==> src/rtl/compare_unit_map.vh <==
`ifndef COMPARE_UNIT_MAP_VH
`define COMPARE_UNIT_MAP_VH

// register byte offsets
`define OFS_CONTROL 8'h00
`define OFS_STATUS 8'h04
`define OFS_FORCE 8'h08
`define OFS_CMP_LOW 8'h0C
`define OFS_CMP_HIGH 8'h10

// control fields
`define CTL_WGM_LSB 0
`define CTL_WGM_MSB 3
`define CTL_COM_LSB 4
`define CTL_COM_MSB 5
`define CTL_IRQ_EN 6

// status fields
`define STS_FLAG 0
`define STS_OUT 1

// force field
`define FRC_STROBE 0

// reset values
`define RST_WGM 4'h0
`define RST_COM 2'h0
`define RST_CMP 16'h0000
`define RST_WORD 32'h00000000

// compare output mode codes
`define COM_NONE 2'h0
`define COM_TOGGLE 2'h1
`define COM_CLEAR 2'h2
`define COM_SET 2'h3

// waveform modes of note
`define WGM_NORMAL 4'h0
`define WGM_PC8 4'h1
`define WGM_PC9 4'h2
`define WGM_PC10 4'h3
`define WGM_CTC_A 4'h4
`define WGM_FAST8 4'h5
`define WGM_FAST9 4'h6
`define WGM_FAST10 4'h7
`define WGM_PFC_ICR 4'h8
`define WGM_PFC_A 4'h9
`define WGM_PC_ICR 4'hA
`define WGM_PC_A 4'hB
`define WGM_CTC_ICR 4'hC
`define WGM_RESERVED 4'hD
`define WGM_FAST_ICR 4'hE
`define WGM_FAST_A 4'hF

// masks for fixed-top modes
`define MASK_8BIT 16'h00FF
`define MASK_9BIT 16'h01FF
`define MASK_10BIT 16'h03FF
`define MASK_FULL 16'hFFFF

`endif

==> src/rtl/timer_output_compare_unit.v <==
// Chosen here: the register offsets and the APB interface to the registers.
`timescale 1ns/10ps
`default_nettype none
`include "compare_unit_map.vh"

module timer_output_compare_unit (
   // clock and reset
   input wire clock,
   input wire rst,
   // apb slave
   input wire psel,
   input wire penable,
   input wire pwrite,
   input wire [7:0] paddr,
   input wire [31:0] pwdata,
   output reg [31:0] prdata,
   output reg pready,
   output reg pslverr,
   // counter side
   input wire [15:0] running_count,
   input wire timer_tick,
   input wire count_top,
   input wire count_bottom,
   input wire count_down,
   input wire count_write,
   output reg [15:0] top_value,
   // interrupt
   input wire irq_serviced,
   output reg irq_request,
   // port pin
   input wire port_value,
   input wire pin_direction_bit,
   output reg pin_out,
   output reg pin_out_enable
);

   reg [3:0] waveform_mode_sel;
   reg [1:0] compare_output_mode;
   reg compare_irq_enable;
   reg compare_match_flag;
   reg channel_output_state;
   reg [15:0] compare_value;
   reg [15:0] compare_buffer;
   reg [7:0] high_hold;
   reg block_next_tick;
   reg match_seen;

   wire access_ok;
   wire write_now;
   wire mapped;
   wire match_eq;
   wire is_pwm;
   wire is_fast;
   wire load_at_bottom;
   wire transfer_now;
   wire force_now;
   wire [15:0] cmp_written;
   reg [15:0] fixed_mask;
   reg next_ocs;
   reg [31:0] next_rdata;

   assign mapped = (paddr == `OFS_CONTROL) || (paddr == `OFS_STATUS) ||
                   (paddr == `OFS_FORCE) || (paddr == `OFS_CMP_LOW) ||
                   (paddr == `OFS_CMP_HIGH);
   assign access_ok = psel & penable & pready;
   assign write_now = access_ok & pwrite & mapped;

   // normal, both clear-on-match modes and the reserved code are the only unbuffered ones
   assign is_pwm = (waveform_mode_sel != `WGM_NORMAL) &&
                   (waveform_mode_sel != `WGM_CTC_A) &&
                   (waveform_mode_sel != `WGM_CTC_ICR) &&
                   (waveform_mode_sel != `WGM_RESERVED);
   assign is_fast = (waveform_mode_sel == `WGM_FAST8) || (waveform_mode_sel == `WGM_FAST9) ||
                    (waveform_mode_sel == `WGM_FAST10) ||
                    (waveform_mode_sel == `WGM_FAST_ICR) ||
                    (waveform_mode_sel == `WGM_FAST_A);
   // phase and frequency correct reloads at bottom, the rest at top
   assign load_at_bottom = (waveform_mode_sel == `WGM_PFC_ICR) ||
                           (waveform_mode_sel == `WGM_PFC_A);
   assign transfer_now = is_pwm & timer_tick &
                         (load_at_bottom ? count_bottom : count_top);

   assign match_eq = (running_count == compare_value);
   assign force_now = write_now & (paddr == `OFS_FORCE) & pwdata[`FRC_STROBE] & ~is_pwm;

   // fixed-top modes drop the unused high bits on write
   always @* begin
      case (waveform_mode_sel)
         `WGM_PC8, `WGM_FAST8: fixed_mask = `MASK_8BIT;
         `WGM_PC9, `WGM_FAST9: fixed_mask = `MASK_9BIT;
         `WGM_PC10, `WGM_FAST10: fixed_mask = `MASK_10BIT;
         default: fixed_mask = `MASK_FULL;
      endcase
   end

   assign cmp_written = {high_hold, pwdata[7:0]} & fixed_mask;

   // waveform action on a real or forced match or a fast-mode top, mode bits read live
   always @* begin
      next_ocs = channel_output_state;
      if (force_now) begin
         case (compare_output_mode)
            `COM_TOGGLE: next_ocs = ~channel_output_state;
            `COM_CLEAR: next_ocs = 1'b0;
            `COM_SET: next_ocs = 1'b1;
            default: next_ocs = channel_output_state;
         endcase
      end else if (timer_tick) begin
         if (!is_pwm) begin
            if (match_seen) begin
               case (compare_output_mode)
                  `COM_TOGGLE: next_ocs = ~channel_output_state;
                  `COM_CLEAR: next_ocs = 1'b0;
                  `COM_SET: next_ocs = 1'b1;
                  default: next_ocs = channel_output_state;
               endcase
            end
         end else if (is_fast) begin
            if (compare_output_mode == `COM_TOGGLE) begin
               if (match_seen && waveform_mode_sel == `WGM_FAST_A) begin
                  next_ocs = ~channel_output_state;
               end
            end else if (compare_output_mode != `COM_NONE) begin
               // top wins over a match landing on the same tick
               if (count_top) begin
                  next_ocs = (compare_output_mode == `COM_SET);
               end else if (match_seen) begin
                  next_ocs = (compare_output_mode == `COM_CLEAR);
               end
            end
         end else begin
            if (compare_output_mode == `COM_TOGGLE) begin
               if (match_seen && (waveform_mode_sel == `WGM_PFC_A ||
                                  waveform_mode_sel == `WGM_PC_A)) begin
                  next_ocs = ~channel_output_state;
               end
            end else if (compare_output_mode != `COM_NONE && match_seen) begin
               // dual slope: up-count match and down-count match act oppositely
               next_ocs = (compare_output_mode == `COM_CLEAR) ? count_down : ~count_down;
            end
         end
      end
   end

   // read mux; compare bytes come straight from storage
   always @* begin
      next_rdata = `RST_WORD;
      case (paddr)
         `OFS_CONTROL: begin
            next_rdata[`CTL_WGM_MSB:`CTL_WGM_LSB] = waveform_mode_sel;
            next_rdata[`CTL_COM_MSB:`CTL_COM_LSB] = compare_output_mode;
            next_rdata[`CTL_IRQ_EN] = compare_irq_enable;
         end
         `OFS_STATUS: begin
            next_rdata[`STS_FLAG] = compare_match_flag;
            next_rdata[`STS_OUT] = channel_output_state;
         end
         `OFS_CMP_LOW: begin
            next_rdata[7:0] = is_pwm ? compare_buffer[7:0] : compare_value[7:0];
         end
         `OFS_CMP_HIGH: begin
            next_rdata[7:0] = is_pwm ? compare_buffer[15:8] : compare_value[15:8];
         end
         default: next_rdata = `RST_WORD;
      endcase
   end

   // apb: no wait states, answer registered during setup
   always @(posedge clock or posedge rst) begin
      if (rst) begin
         pready <= 1'b0;
         pslverr <= 1'b0;
         prdata <= `RST_WORD;
      end else begin
         pready <= psel & ~penable;
         if (psel & ~penable) begin
            pslverr <= ~mapped;
            prdata <= pwrite ? `RST_WORD : next_rdata;
         end else begin
            pslverr <= 1'b0;
            prdata <= `RST_WORD;
         end
      end
   end

   // control register and the shared high-byte holding register
   always @(posedge clock or posedge rst) begin
      if (rst) begin
         waveform_mode_sel <= `RST_WGM;
         compare_output_mode <= `RST_COM;
         compare_irq_enable <= 1'b0;
         high_hold <= 8'h00;
      end else if (write_now) begin
         if (paddr == `OFS_CONTROL) begin
            waveform_mode_sel <= pwdata[`CTL_WGM_MSB:`CTL_WGM_LSB];
            compare_output_mode <= pwdata[`CTL_COM_MSB:`CTL_COM_LSB];
            compare_irq_enable <= pwdata[`CTL_IRQ_EN];
         end
         if (paddr == `OFS_CMP_HIGH) begin
            high_hold <= pwdata[7:0];
         end
      end
   end

   // compare storage: only software writes and the buffer transfer touch it
   always @(posedge clock or posedge rst) begin
      if (rst) begin
         compare_value <= `RST_CMP;
         compare_buffer <= `RST_CMP;
      end else begin
         if (write_now && paddr == `OFS_CMP_LOW) begin
            if (is_pwm) begin
               compare_buffer <= cmp_written;
            end else begin
               compare_value <= cmp_written;
            end
         end else if (transfer_now) begin
            compare_value <= compare_buffer;
         end
      end
   end

   // match pipeline and suppression after a counter write
   always @(posedge clock or posedge rst) begin
      if (rst) begin
         block_next_tick <= 1'b0;
         match_seen <= 1'b0;
      end else begin
         if (count_write) begin
            block_next_tick <= 1'b1;
         end else if (timer_tick) begin
            block_next_tick <= 1'b0;
         end
         if (timer_tick) begin
            match_seen <= match_eq & ~block_next_tick & ~count_write;
         end
      end
   end

   // flag: hardware set beats any clear in the same cycle
   always @(posedge clock or posedge rst) begin
      if (rst) begin
         compare_match_flag <= 1'b0;
      end else if (timer_tick && match_seen) begin
         compare_match_flag <= 1'b1;
      end else if (write_now && paddr == `OFS_STATUS && pwdata[`STS_FLAG]) begin
         compare_match_flag <= 1'b0;
      end else if (irq_serviced && compare_irq_enable) begin
         compare_match_flag <= 1'b0;
      end
   end

   // output state is never touched by a mode change itself
   always @(posedge clock or posedge rst) begin
      if (rst) begin
         channel_output_state <= 1'b0;
      end else begin
         channel_output_state <= next_ocs;
      end
   end

   // registered outputs toward the counter, interrupt line and pin
   always @(posedge clock or posedge rst) begin
      if (rst) begin
         top_value <= `RST_CMP;
         irq_request <= 1'b0;
         pin_out <= 1'b0;
         pin_out_enable <= 1'b0;
      end else begin
         top_value <= compare_value;
         irq_request <= compare_match_flag & compare_irq_enable;
         pin_out <= (compare_output_mode != `COM_NONE) ? channel_output_state
                                                        : port_value;
         pin_out_enable <= pin_direction_bit;
      end
   end

endmodule // timer_output_compare_unit

`default_nettype wire

==> config.mk <==
export PLATFORM = sky130hd
export DESIGN_NAME = timer_output_compare_unit
export DESIGN_NICKNAME = d
export VERILOG_FILES = /design/src/rtl/timer_output_compare_unit.v
export VERILOG_INCLUDE_DIRS = /design/src /design/src/rtl
export SDC_FILE = /design/constraint.sdc
export NUM_CORES = 1
export LEC_CHECK = 0
export ABC_CLOCK_PERIOD_IN_PS = 6800
export BUFFER_PORTS_ARGS = -buffer_cell sky130_fd_sc_hd__buf_4
export CELL_PAD_IN_SITES_DETAIL_PLACEMENT = 0
export CELL_PAD_IN_SITES_GLOBAL_PLACEMENT = 1
export CORE_UTILIZATION = 40
export CTS_CLUSTER_DIAMETER = 150
export DETAILED_ROUTE_END_ITERATION = 16
export PLACE_DENSITY_LB_ADDON = 0.2
export SKIP_CTS_REPAIR_TIMING = 1
export SLEW_MARGIN = 20
export SYNTH_ARGS = -nofsm -noshare
export SYNTH_HDL_FRONTEND = slang
export SYNTH_SLANG_ARGS = --single-unit
==> constraint.sdc <==
create_clock -name clock -period 6.8 [get_ports clock]
set_clock_uncertainty 0.1 [all_clocks]
set_input_delay 2.04 -clock clock [delete_from_list [all_inputs] [get_ports clock]]
set_output_delay 2.04 -clock clock [all_outputs]
set_load 0.02 [all_outputs]
-- Word-level counts from Yosys, hierarchy flattened
Index checks and enable logic that the tools add are counted.
- eq/ne operators: 28
- mux-type cells: 34
- bitwise gates (word level): 21
- reductions and logical operators: 37
- operators with widths (cell ; number):
    16-bit two-way mux ; 3
    16-bit one-hot mux with 3 select lines ; 1
    8-bit two-way mux ; 4
    1-bit two-way mux ; 22
    4-bit equality test (second input constant) ; 5
    16-bit bitwise AND ; 1
    16-bit equality test ; 1
    8-bit by 4-bit equality test with 1-bit output (second input constant) ; 2
    5-bit one-hot mux with 3 select lines ; 1
    1-bit bitwise AND ; 13
    4-bit by 3-bit equality test with 1-bit output (second input constant) ; 3
    1-bit logical AND ; 11
    1-bit logical OR ; 10
    5-bit by 4-bit inequality test with 1-bit output (second input constant) ; 2
    4-bit by 2-bit equality test with 1-bit output (second input constant) ; 2
    8-bit by 3-bit equality test with 1-bit output (second input constant) ; 1
    8-bit by 5-bit equality test with 1-bit output (second input constant) ; 1
    8-bit zero test ; 1
    4-bit inequality test (second input constant) ; 2
    2-bit one-hot mux with 4 select lines ; 1
    2-bit AND reduction ; 4
    2-bit nonzero test ; 4
    1-bit inverter ; 7
    7-bit AND reduction ; 1
    13 further kinds ; 17
- register bits after elaboration: 104
- input bits: 69
- output and inout port bits: 53
- word-level logic and storage cells: 137

-- Logic depth before layout (Yosys ltp)
- depth in word-level cells: 11
- gate-level depth with buffers: 10
- mapped depth without buffers: 6

-- Worst setup path after synthesis
Ideal clock, no wire load.
- kind: input to register
- start: in paddr[0]
- end: reg high_hold[0]
- setup time: 0.125 ns
- arrival time: 3.715 ns
- data required time: 6.575 ns
- slack: 2.860 ns
- cell stages on the path: 5
- path buffers: 1
- path through: or4_4 -> nor4_2 -> and3_1 -> buf_4 -> mux2_2
- longest elaborated chain between the ends: 7
- elaborated cells on any way between the ends: 11
- classes of those cells: eq/ne: 4; bitwise: 1; reduce/logical: 6
- ends and longest elaborated chain (what ; RTL line ; RTL):
    start: declaration ; timer_output_compare_unit.v:14 ; input wire [7:0] paddr,
    8-bit by 3-bit equality test with 1-bit output / 8-bit zero test (equally long branches) ; -- ;
    1-bit logical OR (4 in a row) ; timer_output_compare_unit.v:62 ; assign mapped = (paddr == `OFS_CONTROL) || (paddr == `OFS_STATUS) ||
    1-bit bitwise AND ; timer_output_compare_unit.v:66 ; assign write_now = access_ok & pwrite & mapped;
    2-bit AND reduction (no source line) * ; -- ;
    end signal: assignment ; timer_output_compare_unit.v:200 ; high_hold <= pwdata[7:0];
    end: declaration ; timer_output_compare_unit.v:44 ; reg [7:0] high_hold;
Every way passes the cells marked *; elsewhere a longest branch is shown, timed or not.
A chain may end at the register's enable or synchronous reset.

-- Worst setup path in the final report
- start: in paddr[0]
- end: reg high_hold[7]
Same word-level chain as after synthesis.

==> flow_summary_export.csv <==
group,metric,value,unit
place,placed_area,0.004434,mm2
critical_path,critPathLaunchType,"primary input",
worst_hold_path,worst_hold_path_type,"reg2reg",
global_route,grt_pass1_vias,2863,
sta,finalWorstPathRequiredPeriod,4273,ps
critical_path,kind_of_end_point_of_the_critical_path,"flop",
clock_tree,cts.reportedPaths.clkPinSlew,80,ps
place,io_buffers,73,
sta,totalNegativeSetupSlack,0,ps
synthesis,synthArstFlopShare,1.000,
synthesis,yosysUniqueCellTypes,50,
synthesis,post_synthesis_cell_type_with_the_largest_combined_area,"dfrtp_1",
power_and_ir_drop,swShare,0.2485,
synthesis,largest_family_of_logic_cells_by_synthesized_area,"simple AND/OR/NAND/NOR gates",
layout,finish.utilization,0.4964,
global_route,antenna_found_initial,0,
critical_path,critical_path_required,6940,ps
place,finalWeightedCongestion,0.7874,
layout,postLayoutCellArea,0.004652,mm2
critical_path,path_class,"in2reg",
die,die_y,101.0,um
critical_path,critical_path_arrival,4410,ps
clock_tree,cts_tree,"built",
detailed_routing,initial_drc_count,125,
power_and_ir_drop,power.switching,250.4,uW
sta,finalHoldViolations,0,
synthesis,syn-cell-area,0.003923,mm2
die,fp-row-count,35,
global_route,grt_usage,0.2003,
layout,fillCellCount,940,
power_and_ir_drop,pwr-share-seq,0.506,
clock_tree,max-clock-path-buffers,2,
detailed_routing,wl_per_cell,16.29,um
worst_hold_path,worst_hold_path.num_cells,0,
synthesis,yosys.area_share.xor_xnor,0.03796,
detailed_routing,routed_via_density,5.019,
clock_tree,clock-root-buffer,"clkbuf_8",
clock_tree,cts_htree_levels,3,
die,design.die.area,0.01021,mm2
sta,relSlewSlack,0.2995,
global_route,total_congestion_overflow,0,
sta,slew_violations,0,
die,core_area,0.009371,mm2
place,place.detailed.hpwl,6688,um
synthesis,synthAdderAreaFrac,0,
layout,n_antenna_cell,0,
synthesis,post_synth_inst_count,391,
synthesis,synthesis.yosys.warnings,0,
synthesis,synth_sequential_area_ratio,0.5104,
power_and_ir_drop,pwr-share-clk,0.383,
sta,fmax,234.0,MHz
synthesis,synth.mux.area_fraction,0.08900,
synthesis,synth_top_cells_by_area,"dfrtp_1, mux2_2, nor2_1",
power_and_ir_drop,internal-power,757.1,uW
synthesis,area_share_of_and_or_nand_nor_cells_after_synthesis,0.1754,
global_route,grt_pass1_wl,15050,um
sta,tightestPinTransition,1051,ps
global_route,grt_max_degree,81,
run,drv.max_cap_violation_count,0,
die,initial_cell_density_of_the_core,0.4186,
clock_tree,clkLatencyLatePin,350,ps
layout,layout.cells.most_common_list,"dfrtp_1, buf_4, nor2_1",
layout,synthToLayoutAreaGrowth,18.60,%
detailed_routing,drtAntennaViolNets,0,
sta,report.final.setup_viol,0,
detailed_routing,postRouteWirelength,9578,um
critical_path,crit_fanout,9,
layout,ff_latch_area,0.002002,mm2
synthesis,synth.avg_cell_area,10.03,um2
synthesis,number_of_synthesized_flops_with_an_enable_pin,0,
synthesis,synth_seq_cells,80,
layout,drive_gt1_frac,0.2614,
synthesis,compound_cell_area_share_of_the_yosys_netlist,0.1040,
power_and_ir_drop,power_per_cell_area,216.6,mW/mm2
detailed_routing,detailedRoute.firstPassIterationCount,4,
clock_tree,cts-buffers-inserted,9,
die,floorplan.die.width,101.0,um
layout,final_net_count,523,
clock_tree,clock_sinks,80,
power_and_ir_drop,logic_pwr_share,0.112,
sta,period_utilization,0.6284,
synthesis,synth_top_flop_cell,"dfrtp_1",
critical_path,ff2ff_path_depth,4,
layout,final_common_cell,"dfrtp_1",
die,floorplan.io_pins,122,
synthesis,synth_top_area_share,0.5104,
power_and_ir_drop,ir_drop,0.1175,mV
sta,grt_setup_unrepaired,"false",
detailed_routing,vias,2951,
detailed_routing,detail_route.drc_violations,0,
outcome,outcome,"complete, no violations",
power_and_ir_drop,leakagePower,0.002286,uW
layout,multi_input_comb_area,0.001684,mm2
cells by family (layout without fill, tap and decap cells):
logic type	after synthesis	count (layout)
AND/OR/NAND/NOR	146	146
flip-flops	80	80
AO/OA/AOI/OAI	66	66
buffers and inverters	52	97
multiplexers	29	29
XOR/XNOR	17	17
other	1	24
through the flow:
step                      setup WS (ps)  instances  hold slack (ps)  total power, uW
after detailed placement           2156        572            330.7            632.7
after floorplan                    2608        414            311.2            589.7
after CTS                          2523        588            349.4             1016
after global placement             2204        572            336.6            631.5
final                              2527        588            345.5             1007
after global routing               2456        588            357.6             1056
registers in the layout, indices dropped and copies added (netlist names), 2 cells and up:
signal / count
top_value: 16
high_hold: 8
compare_value: 16
prdata: 8
compare_output_mode: 2
waveform_mode_sel: 4
compare_buffer: 16
final timing paths:
check | from | end | slack, ps
max | paddr[0] | high_hold[7] | 2530
min | compare_value[2] | top_value[2] | 350
max reg2reg | waveform_mode_sel[0] | compare_buffer[3] | 3640
min reg2reg | compare_value[2] | top_value[2] | 350
max in group asynchronous | rst | high_hold[1] | 4330
min in group asynchronous | rst | channel_output_state | 1780
layer usage:
metal | track usage | vias up | wire length [um]
li1 | - | 1413 | -
met1 | 0.2715 | 1453 | 4418
met2 | 0.3235 | 76 | 4605
met3 | 0.03745 | 9 | 425
met4 | 0.06800 | 0 | 129
met5 | 0 | - | 0
cell type report:
type | count | share of cell area
Clock buffer | 13 | 0.03201
Clock inverter | 3 | 0.01399
Inverter | 6 | 0.005110
Multi-Input combinational cell | 282 | 0.3620
Sequential cell | 80 | 0.4303
Tap cell | 129 | 0.03470
Timing Repair Buffer | 75 | 0.1218
critical path, stage by stage:
cell and delay (ps):
buf_4 110, or4_4 570, nor4_2 770, and3_1 540
mux2_2 380
synth_stat cells, types with 2 or more instances:
cell,number
o21ai_0,14
nor3b_1,4
a21oi_1,16
nor2_1,54
nor2b_1,4
inv_1,6
a31oi_1,8
and4_1,2
buf_2,8
buf_4,25
clkbuf_1,7
or3_1,2
dfrtp_1,80
nor4_1,3
nand2b_1,4
o22ai_1,8
mux2i_1,3
xor2_1,16
mux2_2,21
a211oi_1,9
nor3_1,3
mux2_4,4
nand2_1,53
buf_6,3
nand3_1,6
a311oi_1,2
buf_1,2
and3_1,2
power by group through the flow:
stage | Combinational [uW] | Sequential, uW | Clock (uW)
after floorplan | 62.8 | 527 | 0
after global routing | 125 | 512 | 419
final | 113 | 509 | 385
after global placement | 113 | 519 | 0
after detailed placement | 114 | 519 | 0
after CTS | 114 | 510 | 392
(Power assumes the default switching activity.)
